**src/hdl/slc_defs.vh**
```
`ifndef SLC_DEFS_VH
`define SLC_DEFS_VH
// ==========================================================
// clock and tick timing
`define SLC_CLK_HZ        25000000
`define SLC_TICK_MS       10
`define SLC_TICK_CYCLES   ((`SLC_CLK_HZ / 1000) * `SLC_TICK_MS)
`define SLC_TICK_W        18
// ==========================================================
// debounce, motor timeout, buzzer cadence in ticks
`define SLC_DEB_TICKS     3
`define SLC_MOTOR_TICKS   300
`define SLC_BUZZ_TICKS    25
`define SLC_BUZZ_LAST     9'h018
`define SLC_TCNT_W        9
// ==========================================================
// motor states
`define SLC_ST_IDLE       2'h0
`define SLC_ST_CW         2'h1
`define SLC_ST_CCW        2'h2
// ==========================================================
// reset values, adc width and sample period
`define SLC_PW_RESET      24'h000000
`define SLC_NAME_RESET    64'h0000000000000000
`define SLC_ADC_W         10
`define SLC_ADC_PERIOD    8'h64
`endif

```
**src/hdl/slc_lock_ctrl.v**
```verilog
`timescale 1ns/10ps
`default_nettype none
`include "slc_defs.vh"
// Contract
// (RULE_01) unlock needs matching password first; report state
// (RULE_02) unlock request while locked drives clockwise
// (RULE_03) lock key while unlocked drives counter-clockwise
// (RULE_04) local locking ignores link connection
// (RULE_05) motor current edge stops the motor
// (RULE_06) chain break edge while locked alarms; code alarms only while the motor is idle
// (RULE_07) alarm holds until link connects
// (RULE_08) state and battery outputs kept current
// (RULE_09) battery level sampled from adc input
// (RULE_10) password change stores new 6-digit password
// (RULE_11) name change stores and advertises name; code drops the name when a password change is stored in the same cycle
// (RULE_12) led shows link state
// (RULE_13) 10 ms tick times debounce, motor, buzzer
// (RULE_14) never both motor directions at once
module slc_lock_ctrl
  #(parameter TICK_CYCLES = `SLC_TICK_CYCLES)
  (
  input  wire        mclk,
  input  wire        reset,
  input  wire        link_connected,
  input  wire        unlock_req,
  input  wire [23:0] unlock_pw,
  input  wire        pw_change_req,
  input  wire [23:0] pw_old,
  input  wire [23:0] pw_new,
  input  wire        name_change_req,
  input  wire [63:0] name_new,
  input  wire        lock_key,
  input  wire        motor_current_edge_in,
  input  wire        chain_break_edge_in,
  input  wire [9:0]  adc_data,
  input  wire        adc_valid,
  output reg         adc_start,
  output reg         motor_cw,
  output reg         motor_ccw,
  output reg         buzzer,
  output reg         link_led,
  output reg         locked,
  output reg         auth_ok,
  output reg  [9:0]  battery_level,
  output reg  [23:0] nv_password,
  output reg  [63:0] adv_name,
  output reg         nv_write
  );

  // ==========================================================
  // tick
  wire tick;

  slc_tick_timer #(.TICK_CYCLES(TICK_CYCLES)) u_tick
  (
    .mclk  (mclk),
    .reset (reset),
    .tick  (tick)
  );

  // ==========================================================
  // edge detection
  reg mc_prev;
  reg ch_prev;
  reg link_prev;
  wire mc_edge   = motor_current_edge_in & ~mc_prev;
  wire ch_edge   = chain_break_edge_in & ~ch_prev;
  wire link_rise = link_connected & ~link_prev;

  always @(posedge mclk)
  begin
    if (reset)
    begin
      mc_prev   <= 1'b0;
      ch_prev   <= 1'b0;
      link_prev <= 1'b0;
    end
    else
    begin
      mc_prev   <= motor_current_edge_in;
      ch_prev   <= chain_break_edge_in;
      link_prev <= link_connected;
    end
  end

  // ==========================================================
  // lock key debounce
  reg [1:0] deb_cnt;
  reg       key_stable;
  reg       key_press;

  always @(posedge mclk)
  begin
    if (reset)
    begin
      deb_cnt    <= 2'h0;
      key_stable <= 1'b0;
      key_press  <= 1'b0;
    end
    else
    begin
      key_press <= 1'b0;
      if (tick) // RULE_13
      begin
        if (lock_key == key_stable)
          deb_cnt <= 2'h0;
        else if (deb_cnt == `SLC_DEB_TICKS - 1)
        begin
          deb_cnt    <= 2'h0;
          key_stable <= lock_key;
          key_press  <= lock_key;
        end
        else
          deb_cnt <= deb_cnt + 2'h1;
      end
    end
  end

  // ==========================================================
  // authentication and nonvolatile store
  always @(posedge mclk)
  begin
    if (reset)
    begin
      auth_ok     <= 1'b0;
      nv_password <= `SLC_PW_RESET;
      adv_name    <= `SLC_NAME_RESET;
      nv_write    <= 1'b0;
    end
    else
    begin
      nv_write <= 1'b0;
      if (!link_connected)
        auth_ok <= 1'b0;
      else if (unlock_req && unlock_pw == nv_password)
        auth_ok <= 1'b1; // RULE_01
      if (link_connected && pw_change_req && pw_old == nv_password)
      begin
        nv_password <= pw_new; // RULE_10
        nv_write    <= 1'b1;
      end
      else if (link_connected && name_change_req)
      begin
        adv_name <= name_new; // RULE_11
        nv_write <= 1'b1;
      end
    end
  end

  // ==========================================================
  // motor control
  reg [1:0]            mstate;
  reg [`SLC_TCNT_W-1:0] mtime;
  wire pw_match = unlock_pw == nv_password;

  always @(posedge mclk)
  begin
    if (reset)
    begin
      mstate    <= `SLC_ST_IDLE;
      mtime     <= {`SLC_TCNT_W{1'b0}};
      motor_cw  <= 1'b0;
      motor_ccw <= 1'b0;
      locked    <= 1'b1;
    end
    else
    begin
      case (mstate)
        `SLC_ST_IDLE:
        begin
          mtime <= {`SLC_TCNT_W{1'b0}};
          if (locked && link_connected && unlock_req && pw_match) // RULE_01
          begin
            mstate   <= `SLC_ST_CW;
            motor_cw <= 1'b1; // RULE_02
          end
          else if (!locked && key_press) // RULE_04
          begin
            mstate    <= `SLC_ST_CCW;
            motor_ccw <= 1'b1; // RULE_03
          end
        end
        `SLC_ST_CW, `SLC_ST_CCW:
        begin
          if (tick)
            mtime <= mtime + 9'h001; // RULE_13
          // timeout guards against a stalled motor never giving an edge
          if (mc_edge || mtime == `SLC_MOTOR_TICKS)
          begin
            mstate    <= `SLC_ST_IDLE; // RULE_05
            motor_cw  <= 1'b0; // RULE_14
            motor_ccw <= 1'b0; // RULE_14
            locked    <= (mstate == `SLC_ST_CCW); // RULE_03
          end
        end
        default:
        begin
          mstate    <= `SLC_ST_IDLE;
          motor_cw  <= 1'b0;
          motor_ccw <= 1'b0;
        end
      endcase
    end
  end

  // ==========================================================
  // alarm
  reg                   alarm;
  reg [`SLC_TCNT_W-1:0] btime;

  always @(posedge mclk)
  begin
    if (reset)
    begin
      alarm  <= 1'b0;
      btime  <= `SLC_BUZZ_LAST;
      buzzer <= 1'b0;
    end
    else
    begin
      // a new break wins over a disarm in the same cycle
      if (locked && mstate == `SLC_ST_IDLE && ch_edge)
        alarm <= 1'b1; // RULE_06
      else if (link_rise)
        alarm <= 1'b0; // RULE_07
      // preloaded so the first alarm tick turns the buzzer on
      if (!alarm)
      begin
        btime  <= `SLC_BUZZ_LAST;
        buzzer <= 1'b0;
      end
      else if (tick) // RULE_13
      begin
        if (btime == `SLC_BUZZ_LAST)
        begin
          btime  <= {`SLC_TCNT_W{1'b0}};
          buzzer <= ~buzzer; // RULE_07
        end
        else
          btime <= btime + 9'h001;
      end
    end
  end

  // ==========================================================
  // battery sampling and link led
  reg [7:0] adc_div;

  always @(posedge mclk)
  begin
    if (reset)
    begin
      adc_div       <= 8'h00;
      adc_start     <= 1'b0;
      battery_level <= 10'h000;
      link_led      <= 1'b0;
    end
    else
    begin
      link_led  <= link_connected; // RULE_12
      adc_start <= 1'b0;
      if (tick)
      begin
        if (adc_div == `SLC_ADC_PERIOD - 8'h01)
        begin
          adc_div   <= 8'h00;
          adc_start <= 1'b1; // RULE_09
        end
        else
          adc_div <= adc_div + 8'h01;
      end
      if (adc_valid)
        battery_level <= adc_data; // RULE_08
    end
  end
endmodule // slc_lock_ctrl
`default_nettype wire

```
**src/hdl/slc_tick_timer.v**
```verilog
`timescale 1ns/10ps
`default_nettype none
`include "slc_defs.vh"
module slc_tick_timer
  #(parameter TICK_CYCLES = `SLC_TICK_CYCLES)
  (
  input  wire mclk,
  input  wire reset,
  output reg  tick
  );

  reg [`SLC_TICK_W-1:0] count;

  // one-cycle pulse every 10 ms
  always @(posedge mclk)
  begin
    if (reset)
    begin
      count <= {`SLC_TICK_W{1'b0}};
      tick  <= 1'b0;
    end
    else if (count == TICK_CYCLES[`SLC_TICK_W-1:0] - 18'h00001)
    begin
      count <= {`SLC_TICK_W{1'b0}};
      tick  <= 1'b1; // RULE_13
    end
    else
    begin
      count <= count + 18'h00001;
      tick  <= 1'b0;
    end
  end
endmodule // slc_tick_timer
`default_nettype wire
```
**config.mk**
```make
export PLATFORM = sky130hd
export DESIGN_NAME = slc_lock_ctrl
export DESIGN_NICKNAME = d
export VERILOG_FILES = /design/src/hdl/slc_lock_ctrl.v /design/src/hdl/slc_tick_timer.v
export VERILOG_INCLUDE_DIRS = /design/src /design/src/hdl
export SDC_FILE = /design/constraint.sdc
export NUM_CORES = 1
export LEC_CHECK = 0
export ABC_AREA = 1
export ABC_CLOCK_PERIOD_IN_PS = 2100
export BUFFER_PORTS_ARGS = -buffer_cell sky130_fd_sc_hd__buf_2
export CORE_ASPECT_RATIO = 0.75
export CORE_MARGIN = 5
export CORE_UTILIZATION = 51
export DETAILED_ROUTE_END_ITERATION = 8
export PLACE_DENSITY_LB_ADDON = 0.08
export SLEW_MARGIN = 20
export SYNTH_ARGS = -nofsm -noshare
export SYNTH_HDL_FRONTEND = slang
export SYNTH_HIERARCHICAL = 1
export SYNTH_SLANG_ARGS = --single-unit
```
**constraint.sdc**
```tcl
create_clock -name mclk -period 2.1 [get_ports mclk]
set_input_delay 0.42 -clock mclk [delete_from_list [all_inputs] [get_ports mclk]]
set_output_delay 0.42 -clock mclk [all_outputs]
set_load 0.02 [all_outputs]
```
Word level (Yosys, flattened, before mapping). Index checks and enable logic that the tools add are counted. W data, S select, Z words.

Reduce and logical (&&, ||, !) cells: 29. Muxes and demuxes: 22. Add/sub/neg operators: 5. Bitwise gates (word level): 13. Equality and inequality tests: 16.

Operators by type and width (count): $eq A24 B24 Y1 (2); $add A18 B1 Y18 const B (1); $add A9 B1 Y9 const B (2); $eq A18 B18 Y1 const B (1); $mux W9 (2); $pmux W9 S2 (1); $reduce_and A2 Y1 (6); $logic_and A1 B1 Y1 (10); $mux W1 (10); $mux W2 (5); $not A1 Y1 (10); $reduce_or A2 Y1 (5); $eq A9 B5 Y1 const B (1); $eq A9 B9 Y1 const B (1); $add A8 B1 Y8 const B (1); $eq A8 B7 Y1 const B (1); $mux W8 (1); $ne A2 B2 Y1 const B (4); $reduce_and A3 Y1 (2); $eq A2 B2 Y1 const B (2); $pmux W1 S2 (2); $pmux W2 S2 (1); $reduce_bool A2 Y1 (2); $reduce_or A4 Y1 (1); 9 further kinds (11).

Logic and storage cells: 108. Output and inout port bits: 106. Flip-flop bits (word level): 160. Input bits: 156.

Longest topological paths before layout.
Word-level depth: 5. Gate-level depth with buffers: 11. Gate-level depth less buffers: 11.

Modules after synthesis. The synthesis kept the hierarchy.

By module, submodules not included: slc_lock_ctrl (sequential area each 2822.7 um^2, cells each 921, times used 1, area each 6621.4 um^2); slc_tick_timer (sequential area each 380.4 um^2, cells each 149, times used 1, area each 993.5 um^2).

Worst setup path after synthesis. OpenSTA, ideal clock, no wires.

Path type: reg-to-reg. From: reg nv_password[7]. To: reg adv_name[0]. Data arrival time: 1576 ps. Path slack: 409 ps. Setup time: 115 ps. Buffers on the path: 2. Clock period less this slack: 1691 ps. Required time: 1985 ps. Stages on the path, launching flop included: 12. Path through: dfxtp_1 > inv_2 > nand2_1 > o21ai_1 > nor2_1 > nand3_1 > nor2_1 > nand3_2 > buf_6 > buf_6 > a21oi_1 > nor2_1.

Cells in the longest elaborated chain, start to end: 4.

Ends and longest elaborated chain: start, declared (RTL line slc_lock_ctrl.v:45) `output reg [23:0] nv_password,`; start signal, assigned (RTL line slc_lock_ctrl.v:126) `` nv_password <= `SLC_PW_RESET; ``; start signal, assigned (RTL line slc_lock_ctrl.v:139) `nv_password <= pw_new;`; $eq A24 B24 Y1 (RTL line slc_lock_ctrl.v:137) `if (link_connected && pw_change_req && pw_old == nv_password)`; $logic_and A1 B1 Y1 (RTL line slc_lock_ctrl.v:137); $not A1 Y1 (no source line); $reduce_and A2 Y1 (no source line); end signal, assigned (RTL line slc_lock_ctrl.v:127) `` adv_name <= `SLC_NAME_RESET; ``; end signal, assigned (RTL line slc_lock_ctrl.v:144) `adv_name <= name_new;`; end, declared (RTL line slc_lock_ctrl.v:46) `output reg [63:0] adv_name,`.

Every way passes these cells. A chain may end at the register's enable or synchronous reset.

Worst setup path in the final report.
From: reg nv_password[5]. To: reg nv_password[22].

Cells in the longest elaborated chain, start to end: 2.

Ends and longest elaborated chain (RTL line): $eq A24 B24 Y1 (slc_lock_ctrl.v:137); $logic_and A1 B1 Y1 (slc_lock_ctrl.v:137).

Every way passes these cells.

==> reports/results.ini <==
[logic_synthesis]
async_flop_share_pct=0
postSynthRegisterBits=160
yosys.area.top_type=dfxtp_1
synth_edf_count=0
synthFlopType=dfxtp_1
synth.most_common_cell=nor2_1
avgSynthCellArea_um2=7.12
ys_warn_count=6
ys_types=42
yosys-top-cells-count=nor2_1 (218), nand2_1 (193), dfxtp_1 (160)
synthesis.nets=1234
syn_area_mm2=0.00761
netlist.area_leader.share_pct=42.1
ys_seq_area_share_pct=42.1
postSynthCellCount=1070
synth_area_leaders=dfxtp_1 (42%), nor2_1 (11%), nand2_1 (9.5%)

[route]
ant_nets=0
via_count=7559
routed_wl_mm=20.8
viasPerCell=4.92
drtIter0Drc=405
dr.pass1.iters=6
wl_per_cell_um=13.5
drc=0

[timing]
hold_viol=0
max_slew_margin_pct=55.6
skew_ns=0.0106
rsz0062_at_grt=no
finalSetupTns_ns=0
worst_pin_slew_ns=0.666
drv_slew=0
min_period_ns=1.88
setup_viol=0
final.period_utilization_pct=89.7
max_freq_ghz=0.531

[critical_path]
r2r-end=nv_password[22]
critical-path-slowest-cell=dfxtp_1
path_common_cell=nor2_1
crit_buf_inv=2
required_ns=2.42
cp.depth=10
cp_max_fo=18
critPathTopFamily=simple AND/OR/NAND/NOR gates
end_kind=flop
startpoint_type=flop
path_cells=inv_1 -> nand2_1 -> o21ai_0 -> nor2_1 -> nand3_1 -> nor2_1 -> nand3_4 -> buf_4 -> o21ai_0 -> nor2_1
slowest_delay_ns=0.39
reg2reg_slack_ns=0.22
timing.rr.start=nv_password[5]
arrival_ns=2.20
ff2ff_path_depth=10
critical_path_class=flop to flop

[global_routing]
grt_max_degree=65
antenna_found_initial=0
grt_pass1_vias=6535
grt_pass1_wl_mm=32.1
grt_overflow_total=0
grt.total_usage_pct=22.9

[place]
io_buffers=261
gp_congestion=0.888
dp_hpwl_mm=15.4

[power]
fin_total_pwr_uw=7130
peakVddDrop_mv=0.550
power_density_mw_per_mm2=730
p_leak_uw=0.00459

[floorplanning]
die_area_mm2=0.0175
ios=262
core_area_mm2=0.0145
core.rowCount=38
start_util_pct=52.3
die_w_um=151
dieHeight_um=116

[clocking]
cts_tree=done
clockRootBuffer=clkbuf_16
clk_pin_slew_ns=0.06
hold_buffers=0
clock_sinks=160
insertion_delay_ns=0.42
htreeDepth=4
numCtsBuffers=17
clk_path_buf_depth=2

[worst_hold_path]
min_from=motor_current_edge_in
hold_end=mc_prev
hold_depth=3
min_path_type=input pin to flop

[job]
drv_cap=0

[finish]
fin_nets=1489
final_util_pct=67.1
antenna_cells=0
areaGrowthSynthToFinish_pct=28.2
drive_above_1_share_pct=24.6

[status]
outcome=complete, no violations

-- sequential cells by signal, indices dropped and copies added (netlist names), 2 cells and up --
signal,cells
battery_level,10
btime,9
adv_name,64
nv_password,24
deb_cnt,2
mtime,9
adc_div,8
u_tick/count,18
mstate,2
-- cells in the final DEF (no fill, tap or decap), drive strengths merged, types with 3 or more instances in the layout --
master / n
a21oi: 94
and3: 4
buf: 284
bufinv: 3
clkbuf: 22
clkinv: 6
dfxtp: 160
ha: 8
inv: 95
nand2: 197
nand3: 26
nand3b: 65
nand4: 12
nor2: 220
nor3: 18
nor4: 5
o21ai: 56
or2: 4
xnor2: 14
xor2: 25
-- area by class of cell --
cell class | instances | area (um2)
inverter | 97 | 365
fill | 1342 | 4790
tap | 200 | 250
clock inverter | 9 | 133
sequential | 160 | 3200
clock buffer | 22 | 474
timing repair buffer | 284 | 1540
multi-input combinational | 765 | 3790
-- tightest hold or removal path: stages --
cell and delay (ns):
buf_2 0.07, inv_1 0.04, nor2_1 0.06
-- worst max path at each step --
stage | start | endpoint | slack [ns]
after floorplan | nv_password[7] | adv_name[0] | 0.41
after global placement | pw_old[2] | nv_password[2] | 0.19
after detailed placement | pw_old[2] | nv_password[22] | 0.14
after CTS | nv_password[5] | nv_password[22] | 0.20
after global routing | nv_password[0] | nv_password[4] | 0.02
final | nv_password[5] | nv_password[22] | 0.22
-- repair_timing --
action / in CTS / in global routing
buffers inserted: 0 / 0
endpoints found under the setup margin: 0 / 1
gates resized for setup: 0 / 1
-- cell families after synthesis --
group / count (synthesis) / share of synthesized area [%]
xor gates and xnor gates: 39 / 4.49
adders and majority gates: 8 / 1.31
buffers and inverters: 145 / 8.23
AOI/OAI and AO/OA: 166 / 11.5
and+or+nand+nor: 552 / 32.4
DFF: 160 / 42.1
-- per-layer routing --
metal,wire [um],global-route usage (%),vias to the layer above
met3,1530,5.71,31
met1,9640,31.7,3354
met5,0,0,-
met2,9220,35.4,208
met4,380,7.00,0
li1,-,-,3966
-- metrics by stage --
stage / instances / setup slack, ns / hold WS [ns] / cell area [um2]
6_report: 1537 / 0.217 / 0.210 / 9760
5_1_grt: 1537 / 0.0180 / 0.220 / 9760
4_1_cts: 1537 / 0.196 / 0.193 / 9760
3_5_place_dp: 1506 / 0.136 / 0.433 / 9150
3_3_place_gp: 1506 / 0.195 / 0.428 / 9150
2_1_floorplan: 1070 / 0.409 / 0.396 / 7610
-- where the power goes --
part           switching, uW  total, uW  leakage [uW]  internal (uW)
clock network           1200       3160      0.000292           1960
logic                    447        778       0.00299            331
registers               48.4       3190       0.00131           3140
Note: power is estimated with default switching activity, not from simulation.
